[src/hw/gpio_port_pkg.sv]
// Constants used by the port block for register decode, reset, masking and pin cell wiring.
// Assumes an 8-bit special-function-register bus with bit addressing.
package gpio_port_pkg;
  // ----------------------------------------
  // Register addresses
  // ----------------------------------------
  localparam logic [7:0] ADDR_PORT0 = 8'h80;
  localparam logic [7:0] ADDR_PORT2 = 8'hA0;
  localparam logic [7:0] ADDR_PORT3_MODE = 8'hA7;
  localparam logic [7:0] ADDR_PORT3 = 8'hB0;
  localparam logic [7:0] ADDR_GLOBAL_CTRL = 8'hE2;
  // ----------------------------------------
  // Reset values and implemented bits
  // ----------------------------------------
  localparam logic [7:0] RST_PORT0 = 8'hFF;
  localparam logic [7:0] RST_PORT2 = 8'hFF;
  localparam logic [7:0] RST_PORT3 = 8'hFF;
  localparam logic [7:0] RST_PORT3_MODE = 8'h00;
  localparam logic [7:0] RST_GLOBAL_CTRL = 8'h40;
  localparam logic [7:0] MASK_PORT0 = 8'hFF;
  localparam logic [7:0] MASK_PORT2 = 8'h3F;
  localparam logic [7:0] MASK_PORT3 = 8'h01;
  localparam logic [7:0] MASK_PORT3_MODE = 8'h01;
  localparam logic [7:0] MASK_GLOBAL_CTRL = 8'hC1;
  // ----------------------------------------
  // Field positions
  // ----------------------------------------
  localparam int POS_PULLUP_DISABLE = 7;
  localparam int POS_INPUT_ENABLE = 6;
  localparam int POS_CLOCK_OUT = 0;
  localparam int POS_P3_PUSH_PULL = 0;
  localparam int POS_CLOCK_PIN = 0;
  localparam int PORT_WIDTH = 8;
  localparam int BIT_SEL_WIDTH = 3;
endpackage : gpio_port_pkg

[src/hw/gpio_pin_cell.sv]
// Output driver control for one port pin.
// Assumes the pad combines low driver, high driver and weak pull-up.
`timescale 1ns/1ps
module gpio_pin_cell (
  input wire logic out_value,
  input wire logic push_pull,
  input wire logic pullup_disable,
  input wire logic latch_bit,
  output logic pin_out,
  output logic pin_oe,
  output logic pullup_on
);
  // ----------------------------------------
  // Driver select
  // ----------------------------------------
  always_comb begin
    pin_out = out_value;
    // Open drain only pulls low; push-pull drives both levels
    pin_oe = push_pull | ~out_value;
    // Pull-up off when the latch bit is low or push-pull to save power
    pullup_on = ~pullup_disable & ~push_pull & latch_bit;
  end
endmodule : gpio_pin_cell

[src/hw/gpio_port_io.sv]
// Port 0, 2 and 3 latches, readback and pin drivers.
// Assumes a core on the SFR bus that marks read-modify-write reads and
// bit accesses; pins are synchronous to ref_clk.
`timescale 1ns/1ps
module gpio_port_io (
  input wire logic ref_clk,
  input wire logic resetn,
  input wire logic clk_en,
  input wire logic [7:0] sfr_addr,
  input wire logic sfr_wr,
  input wire logic sfr_rd,
  input wire logic sfr_bit,
  input wire logic [2:0] sfr_bit_sel,
  input wire logic sfr_rmw,
  input wire logic [7:0] sfr_wdata,
  output logic [7:0] sfr_rdata,
  input wire logic [7:0] port0_in,
  output logic [7:0] port0_out,
  output logic [7:0] port0_oe,
  output logic [7:0] port0_pullup,
  input wire logic [5:0] port2_in,
  output logic [5:0] port2_out,
  output logic [5:0] port2_oe,
  output logic [5:0] port2_pullup,
  input wire logic port3_in,
  output logic port3_out,
  output logic port3_oe,
  output logic port3_pullup,
  input wire logic [7:0] port0_push_pull,
  input wire logic [5:0] port2_push_pull
);
  // ----------------------------------------
  // Registers
  // ----------------------------------------
  logic [7:0] port0_latch, next_port0_latch;
  logic [7:0] port2_latch, next_port2_latch;
  logic [7:0] port3_latch, next_port3_latch;
  logic [7:0] port3_drive_mode, next_port3_drive_mode;
  logic [7:0] port_global_control, next_port_global_control;
  logic [7:0] rdata, next_rdata;
  logic [7:0] pin_level;
  logic clock_level;
  logic hit_p0, hit_p2, hit_p3, hit_mode, hit_ctrl;
  logic input_en;

  // Merge a byte or single-bit write into the old latch value
  function automatic logic [7:0] merge_write(
    input logic [7:0] old,
    input logic [7:0] mask,
    input logic bit_op,
    input logic [2:0] sel,
    input logic [7:0] wd
  );
    logic [7:0] res;
    res = old;
    if (bit_op) begin
      // Other bits come from the latch, never the pins
      res[sel] = wd[0];
    end else begin
      res = wd;
    end
    merge_write = (res & mask) | (old & ~mask);
  endfunction : merge_write

  assign input_en = port_global_control[gpio_port_pkg::POS_INPUT_ENABLE];
  assign hit_p0 = sfr_addr == gpio_port_pkg::ADDR_PORT0;
  assign hit_p2 = sfr_addr == gpio_port_pkg::ADDR_PORT2;
  assign hit_p3 = sfr_addr == gpio_port_pkg::ADDR_PORT3;
  assign hit_mode = sfr_addr == gpio_port_pkg::ADDR_PORT3_MODE;
  assign hit_ctrl = sfr_addr == gpio_port_pkg::ADDR_GLOBAL_CTRL;

  // ----------------------------------------
  // Next-state and read mux
  // ----------------------------------------
  always_comb begin
    next_port0_latch = port0_latch;
    next_port2_latch = port2_latch;
    next_port3_latch = port3_latch;
    next_port3_drive_mode = port3_drive_mode;
    next_port_global_control = port_global_control;
    next_rdata = rdata;
    // Pins are not sensed while global inputs are off
    pin_level = '0;
    if (sfr_wr) begin
      if (hit_p0) begin
        next_port0_latch = merge_write(port0_latch,
          gpio_port_pkg::MASK_PORT0, sfr_bit, sfr_bit_sel,
          sfr_wdata);
      end
      if (hit_p2) begin
        next_port2_latch = merge_write(port2_latch,
          gpio_port_pkg::MASK_PORT2, sfr_bit, sfr_bit_sel,
          sfr_wdata);
      end
      if (hit_p3) begin
        next_port3_latch = merge_write(port3_latch,
          gpio_port_pkg::MASK_PORT3, sfr_bit, sfr_bit_sel,
          sfr_wdata);
      end
      if (hit_mode) begin
        next_port3_drive_mode = merge_write(port3_drive_mode,
          gpio_port_pkg::MASK_PORT3_MODE, sfr_bit, sfr_bit_sel,
          sfr_wdata);
      end
      if (hit_ctrl) begin
        next_port_global_control = merge_write(port_global_control,
          gpio_port_pkg::MASK_GLOBAL_CTRL, sfr_bit, sfr_bit_sel,
          sfr_wdata);
      end
    end
    if (sfr_rd) begin
      if (hit_p0) begin
        pin_level = input_en ? port0_in : 8'h00;
        next_rdata = sfr_rmw ? port0_latch : pin_level;
      end else if (hit_p2) begin
        pin_level = input_en ? {2'b00, port2_in} : 8'h00;
        next_rdata = (sfr_rmw ? port2_latch : pin_level)
          & gpio_port_pkg::MASK_PORT2;
      end else if (hit_p3) begin
        pin_level = input_en ? {7'h00, port3_in} : 8'h00;
        next_rdata = (sfr_rmw ? port3_latch : pin_level)
          & gpio_port_pkg::MASK_PORT3;
      end else if (hit_mode) begin
        next_rdata = port3_drive_mode;
      end else if (hit_ctrl) begin
        next_rdata = port_global_control;
      end else begin
        // Unmapped addresses read as zero
        next_rdata = 8'h00;
      end
      if (sfr_bit) begin
        next_rdata = {7'h00, next_rdata[sfr_bit_sel]};
      end
    end
  end

  always_ff @(posedge ref_clk or negedge resetn) begin
    if (!resetn) begin
      port0_latch <= gpio_port_pkg::RST_PORT0;
      port2_latch <= gpio_port_pkg::RST_PORT2 & gpio_port_pkg::MASK_PORT2;
      port3_latch <= gpio_port_pkg::RST_PORT3 & gpio_port_pkg::MASK_PORT3;
      port3_drive_mode <= gpio_port_pkg::RST_PORT3_MODE;
      port_global_control <= gpio_port_pkg::RST_GLOBAL_CTRL;
      rdata <= 8'h00;
    end else if (clk_en) begin
      port0_latch <= next_port0_latch;
      port2_latch <= next_port2_latch;
      port3_latch <= next_port3_latch;
      port3_drive_mode <= next_port3_drive_mode;
      port_global_control <= next_port_global_control;
      rdata <= next_rdata;
    end
  end

  assign sfr_rdata = rdata;

  // ----------------------------------------
  // Inverted system clock on port 0 pin 0
  // ----------------------------------------
  // Clock selected by the global control clock-out bit; glitch-free switching is not
  // attempted, so change the route while the pin is unused.
  assign clock_level = ~ref_clk;

  // ----------------------------------------
  // Pin cells
  // ----------------------------------------
  for (genvar i = 0; i < gpio_port_pkg::PORT_WIDTH; i++) begin : g_p0
    logic val;
    if (i == gpio_port_pkg::POS_CLOCK_PIN) begin : g_clk
      assign val = port_global_control[gpio_port_pkg::POS_CLOCK_OUT]
        ? clock_level : port0_latch[i];
    end else begin : g_lat
      assign val = port0_latch[i];
    end
    gpio_pin_cell u_cell (
      .out_value(val),
      .push_pull(port0_push_pull[i]),
      .pullup_disable(port_global_control[gpio_port_pkg::POS_PULLUP_DISABLE]),
      .latch_bit(port0_latch[i]),
      .pin_out(port0_out[i]),
      .pin_oe(port0_oe[i]),
      .pullup_on(port0_pullup[i])
    );
  end

  for (genvar j = 0; j < 6; j++) begin : g_p2
    gpio_pin_cell u_cell (
      .out_value(port2_latch[j]),
      .push_pull(port2_push_pull[j]),
      .pullup_disable(port_global_control[gpio_port_pkg::POS_PULLUP_DISABLE]),
      .latch_bit(port2_latch[j]),
      .pin_out(port2_out[j]),
      .pin_oe(port2_oe[j]),
      .pullup_on(port2_pullup[j])
    );
  end

  gpio_pin_cell u_p3 (
    .out_value(port3_latch[0]),
    .push_pull(port3_drive_mode[gpio_port_pkg::POS_P3_PUSH_PULL]),
    .pullup_disable(port_global_control[gpio_port_pkg::POS_PULLUP_DISABLE]),
    .latch_bit(port3_latch[0]),
    .pin_out(port3_out),
    .pin_oe(port3_oe),
    .pullup_on(port3_pullup)
  );
endmodule : gpio_port_io

[config.mk]
export PLATFORM = sky130hd
export DESIGN_NAME = gpio_port_io
export DESIGN_NICKNAME = d
export VERILOG_FILES = /design/src/hw/gpio_port_pkg.sv /design/src/hw/gpio_pin_cell.sv /design/src/hw/gpio_port_io.sv
export SDC_FILE = /design/constraint.sdc
export NUM_CORES = 1
export LEC_CHECK = 0
export BUFFER_PORTS_ARGS = -buffer_cell sky130_fd_sc_hd__buf_2
export CAP_MARGIN = 20
export CORE_MARGIN = 5
export CORE_UTILIZATION = 45
export CTS_CLUSTER_DIAMETER = 120
export DETAILED_ROUTE_END_ITERATION = 16
export PLACE_DENSITY = 0.78
export SLEW_MARGIN = 25
export SYNTH_ARGS = -nofsm -noshare
export SYNTH_HDL_FRONTEND = slang
export SYNTH_SLANG_ARGS = --single-unit
[constraint.sdc]
create_clock -name ref_clk -period 2.2 [get_ports ref_clk]
set_input_delay 0.11 -clock ref_clk [delete_from_list [all_inputs] [get_ports ref_clk]]
set_output_delay 0.11 -clock ref_clk [all_outputs]
set_load 0.02 [all_outputs]
==> results of run 1 <==
[repair_timing]
action,in CTS,in global routing
buffers inserted,0,0
setup endpoints to repair,2,0
gates resized for setup,4,0
endpoints found under the hold margin,24,0
hold buffers,8,0
[layout by cell type (no fill, tap or decap), types with 5 or more instances in the layout]
cell type and instances:
a21oi_1 18, a22oi_1 7, buf_2 106, buf_4 9, clkbuf_8 10, dfrtp_1 11
dfstp_2 16, dlygate4sd3_1 8, mux2_2 5, mux2i_1 14, nand2_1 20, nand2b_1 20
nand3b_1 7, nor2_1 19, nor3_1 5, nor3b_1 6, o22ai_1 15
[through the flow]
step                worst slack, ns  instances  hold slack (ns)
floorplan                     0.298        268           -0.186
global placement              0.253        395            0.157
detailed placement            0.185        395            0.160
CTS                          0.0683        415           0.0196
global route                 0.0530        415           0.0239
finish                       0.0886        415           0.0298
[critical path: cells and delay by family]
| family | cells | cell delay (ns) |
|---|---|---|
| buffers and inverters | 6 | 0.74 |
| AND/OR/NAND/NOR | 1 | 0.04 |
| AO/OA/AOI/OAI | 1 | 0.12 |
[kinds of logic (layout without fill, tap and decap cells)]
| family | after synthesis | count (layout) |
|---|---|---|
| AO/OA/AOI/OAI | 68 | 68 |
| buffers and inverters | 59 | 139 |
| flip-flops | 27 | 27 |
| multiplexers | 19 | 19 |
| AND/OR/NAND/NOR | 95 | 95 |
[flip-flops by register name (all words and copies together) (netlist names)]
signal / flops
port0_latch: 8
sfr_rdata: 8
port2_latch: 6
port_global_control: 3
port3_drive_mode: 1
port3_latch: 1
[per-layer routing]
metal / part of all wire (%) / track usage, % / vias up
li1: - / - / 1090
met4: 1.8 / 10.1 / 0
met3: 8.9 / 5.43 / 16
met1: 42 / 26.8 / 1057
met2: 48 / 33.5 / 124
met5: 0 / 0 / -
[layout make-up]
class | count | area [sq um]
Clock buffer | 13 | 158
Clock inverter | 1 | 5.00
Fill cell | 458 | 2000
Inverter | 3 | 11.3
Multi-Input combinational cell | 182 | 1190
Sequential cell | 27 | 696
Tap cell | 67 | 83.8
Timing Repair Buffer | 122 | 673
[path summary, 6_finish.rpt]
kind	start	endpoint	slack [ns]	depth (start not counted)
min in group asynchronous	resetn	port_global_control[0]	0.27	2
worst max register to register	port_global_control[6]	sfr_rdata[0]	0.29	7
worst min register to register	sfr_rdata[5]	sfr_rdata[5]	0.48	2
max in group asynchronous	resetn	sfr_rdata[5]	1.52	2
worst max-delay path	ref_clk	port0_oe[0]	0.09	8
worst min-delay path	sfr_rd	sfr_rdata[0]	0.03	3
[synth_stat cells, drive strengths merged]
cell type	n	share of area, %
nand2b	21	5.8
or4	1	0.33
o41ai	1	0.39
nor2	19	3.1
dfrtp	11	12
or4b	1	0.44
nand3	4	0.88
mux2i	14	6.2
nor2b	3	0.83
nor4bb	1	0.44
o31ai	3	0.99
a22oi	7	2.3
a32o	1	0.44
or3	1	0.28
a22o	3	1.2
clkbuf	11	1.8
nor3	7	2.3
o32ai	1	0.39
inv	3	0.50
buf	45	15
a211oi	3	0.99
dfstp	16	19
o21ai	4	0.88
a2bb2oi	1	0.39
a31oi	1	0.28
nor3b	6	2.0
a221oi	3	1.2
o22ai	15	4.1
nand4	1	0.28
and3b	2	0.77
a32oi	2	0.77
nand3b	7	2.3
mux2	5	2.5
o22a	1	0.39
o211ai	1	0.33
and4	1	0.39
a2111oi	1	0.39
a21oi	19	4.2
nand2	20	3.3
o311ai	1	0.39
[report_power, final]
| part | internal, mW | total (mW) | switching [mW] |
|---|---|---|---|
| logic | 0.0813 | 0.177 | 0.0960 |
| clock network | 0.289 | 0.501 | 0.212 |
| registers | 0.501 | 0.504 | 0.00250 |
==> summary.md, run 1 <==
| Metric | Value |
|---|---|
| Outcome | complete, no violations |
| Synth Area in Compound Gates | approximately 20% |
| Slew @ Worst Pin | 0.636 ns |
| Global-route wire length before repair | ~11000 um |
| Tot Pwr | between 1 and 1.5 mW |
| Port bufs | around 110 |
| Crit path DAT | ~2.0 ns |
| Critical path's largest stage delay | around 0.15 ns |
| Worst VDD drop | 0.409 mV |
| GRT overflow | 0 |
| Relative slew slack | 57.6% |
| Leak | roughly 1.3 nW |
| Worst-skew pair later-pin latency | 0.39 ns |
| Count of cell types in the netlist | 45 |
| Initial Utilization | a little under half |
| Layout cells sized above 1 | between 40% and 50% |
| CP Data Required Time | ~2.1 ns |
| Antenna Violating Nets Remaining | 0 |
| Fin Clk Skew | approximately 0.0015 ns |
| Worst path cell trace | clkbuf_8, clkbuf_8, clkbuf_8, a21oi_2, clkbuf_8, clkbuf_8, nand2b_4, buf_6 |
| Die span in x | 80.9 um |
| Syn. warnings | 0 |
| Final Max Slew Viols | 0 |
| Flops & latches, synth | 27 |
| Total Neg Setup Slack | 0 ns |
| Final Core Density | between 50% and 60% |
| Initial antenna violation count | 0 |
| Synth Area in Simple Gates | a little under a quarter |
| Most frequent cell on the critical path | clkbuf_8 |
| Pwr dens | about 420 nW/um^2 |
| Clock transition at path regs | ~0.10 ns |
| Syn Std Cell Area | 2260 sq um |
| Rows | 25 |
| Crit path max-delay cell type | clkbuf_8 |
| Avg Inst Size Synth | 8.45 sq um |
| Largest net degree at the start of global routing | 28 |
| Crit end category | output pin |
| Vias | 2287 |
| # diodes | 0 |
| Setup CP Type | clock port to output pin |
| Final Setup Violations | 0 |
| Io pins | ~110 |
| Post-Syn Instances | around 270 |
| # DRC | 0 |
| CP Launch Type | clock port |
| Height of the die | 80.9 um |
| XOR/XNOR share of the synthesized area | 0% |
| Largest family of logic cells by synthesized area | simple AND/OR/NAND/NOR gates |
| Final wirelength | just under 7000 um |
| Syn_nets | between 300 and 400 |
| Unrepaired setup endpoints after global routing | false |
| Design area | ~2800 sq um |
| Vias per inst | approximately 5.5 |
| WL/cell | ~16 um |
| Area growth syn-to-layout | 24.5% |
| Post-DP HPWL | 5200 um |
| Core Area | about 4800 sq um |
| Placed inst area | 2570 sq um |
| Vias in the first global route | 2343 |
| Adder-cell area share of the yosys netlist | 0% |
| CTS tree | built |
| Die area | 6550 sq um |
| CP Max Fanout | 2 |
| Starting DRT DRC Count | ~120 |
| Total track usage | a little over a fifth |
| Mux contribution to synthesized area | between 8 and 9% |
| Routability cong. | approximately 0.92 |
| Nets | 403 |
| Maximum Capacitance Violations | 0 |
| Hold Path Class | input pin to register |
| Fin. Hold Viols | 0 |
| Register area share after synthesis | 30.7% |
| Pre-antenna DRT Iters | 5 |
No activity file was read; power rests on OpenSTA's default activity.
==> run 2: changes to the inputs <==
CORE_UTILIZATION = 47   (was 45)
PLACE_DENSITY = 0.81   (was 0.78)
==> run 2 against run 1 <==
  * First-iteration DRC count grew 25%
  * Core utilization up 0.95 points
  * Global-route usage up 0.75 points
  * Sequential share of layout area is 0.25 points higher
  * Sequential power barely moved
  * Highest routed layer unchanged
  * Critical endpoint unchanged
  * Final area fell by 1.0%
  * Clock skew grew 0.0036 ns
  * Cell count shrank 3.9%
==> summary.md, run 2 (synthesis gave the netlist of run 1 again) <==
| Metric | Value |
|---|---|
| Fin. Hold Viols | 0 |
| Tot Pwr | roughly 1.2 mW |
| Leak | between 1 and 1.5 nW |
| Worst R2R Path Depth | 6 |
| Setup CP Type | clock port to output pin |
| Vias | around 2200 |
| CTS tree | built |
| Hold Path Class | input pin to register |
| Height of the die | between 70 and 80 um |
| CP Data Required Time | approximately 2.1 ns |
| Initial antenna violation count | 0 |
| Crit path DAT | slightly above 2 ns |
| Vias per inst | ~5.6 |
| Total Neg Setup Slack | 0 ns |
| CP Max Fanout | 2 |
| FF-to-FF setup slack | 0.24 ns |
| WL/cell | around 17 um |
| Total track usage | between 20% and 30% |
| Core Area | ~4700 sq um |
| Outcome | complete, no violations |
| Vias in the first global route | between 2000 and 2500 |
| Global-route wire length before repair | 10900 um |
| Largest net degree at the start of global routing | 28 |
| Worst-skew pair later-pin latency | roughly 0.39 ns |
| Routability cong. | 0.897 |
| Rows | 25 |
| Crit end category | output pin |
| Initial Utilization | between 40% and 50% |
| WHS Endpoint | port_global_control[6] |
| RR Endpoint | sfr_rdata[0] |
| Most common cell after layout, fill and taps aside | buf_2 |
| Pwr dens | about 440 nW/um^2 |
| Nets | 400 |
| Placed inst area | 2540 sq um |
| Unrepaired setup endpoints after global routing | false |
| Clock transition at path regs | roughly 0.1 ns |
| Cells on Worst Hold Path | 3 |
| # placed instances | 380 |
| Post-route insts no fill | about 400 |
| CP Launch Type | clock port |
| Final Max Slew Viols | 0 |
| Pre-antenna DRT Iters | 4 |
| Starting DRT DRC Count | 147 |
| Area growth syn-to-layout | 23.2% |
| Antenna Violating Nets Remaining | 0 |
| Reg-to-reg startpoint | port_global_control[6] |
| Slew @ Worst Pin | around 0.63 ns |
| # diodes | 0 |
| Port bufs | 107 |
| Final Setup Violations | 0 |
| Hold path startpoint | sfr_wdata[6] |
| Maximum Capacitance Violations | 0 |
| Design area | between 2000 and 3000 sq um |
| Fin Clk Skew | 0.00506 ns |
| Final Core Density | around three fifths |
| Most frequent cells in the layout | 106 x buf_2, 20 x nand2b_1, 20 x nand2_1 |
| Die area | 6310 sq um |
| Io pins | ~110 |
| GRT overflow | 0 |
| Die span in x | between 70 and 80 um |
| Relative slew slack | between 50% and 60% |
| Layout cells sized above 1 | 43.8% |
| Worst VDD drop | ~0.58 mV |
| # DRC | 0 |
| Fill cells | 430 |
| Post-DP HPWL | about 5100 um |
| Final wirelength | slightly below 7000 um |
==> run 2: changes by cell type in the layout (fill, tap and decap cells not counted), sizes merged <==
| cell | before | now |
|---|---|---|
| clkinv | 1 | 0 |
| buf | 116 | 114 |
| clkinvlp | 0 | 1 |
| dlygate4sd3 | 8 | 7 |
==> run 2: what timing repair did <==
| action | CTS | global route |
|---|---|---|
| gates resized for setup | 5 | 1 |
| endpoints found under the hold margin | 21 | 0 |
| pin swaps | 1 | 0 |
| hold buffers | 7 | 0 |
| endpoints found under the setup margin | 2 | 1 |
| buffers inserted | 0 | 0 |
==> run 2: worst max-delay path by stage <==
stage | start | end | slack [ns] | depth (start not counted)
final | ref_clk | port0_oe[0] | 0.05 | 8
after floorplan | sfr_addr[0] | port2_latch[1] | 0.30 | 8
after detailed placement | port_global_control[6] | sfr_rdata[0] | 0.17 | 6
after CTS | ref_clk | port0_oe[0] | 0.03 | 8
after global routing | ref_clk | port0_oe[0] | 0.01 | 8
after global placement | sfr_addr[0] | sfr_rdata[0] | 0.23 | 7
==> run 2: final cells by class <==
type | count | area (sq um) | share of cell area [%]
Timing Repair Buffer | 119 | 648 | 23.2
Sequential cell | 27 | 696 | 24.9
Inverter | 3 | 11.3 | 0.404
Clock buffer | 13 | 158 | 5.65
Multi-Input combinational cell | 182 | 1200 | 43.1
Tap cell | 54 | 67.6 | 2.42
Clock inverter | 1 | 7.51 | 0.269
==> run 2: metrics by stage <==
step           hold WS, ns  setup slack (ns)
2_1_floorplan       -0.186             0.298
3_3_place_gp         0.154             0.229
3_5_place_dp         0.159             0.175
4_1_cts            0.00575            0.0304
5_1_grt            0.00462            0.0121
6_report            0.0106            0.0520
==> run 2: report_power, final <==
| group | switching (mW) | total (mW) | internal (mW) |
|---|---|---|---|
| Sequential | 0.00287 | 0.504 | 0.501 |
| Clock | 0.224 | 0.553 | 0.329 |
| Combinational | 0.0951 | 0.174 | 0.0791 |
==> run 2: critical path, cell delays in order <==
cell      delay, ns
clkbuf_8       0.11
clkbuf_8       0.12
clkbuf_8       0.12
clkbuf_8       0.12
a21oi_4        0.15
clkbuf_8       0.16
nand2b_4       0.04
buf_6          0.12
==> run 2: per-layer routing <==
metal,vias up,wire length [um],global-route usage [%]
li1,1088,-,-
met1,1051,2880,26.8
met2,94,3380,37.5
met3,12,466,5.08
met4,0,90,7.90
met5,-,0,0
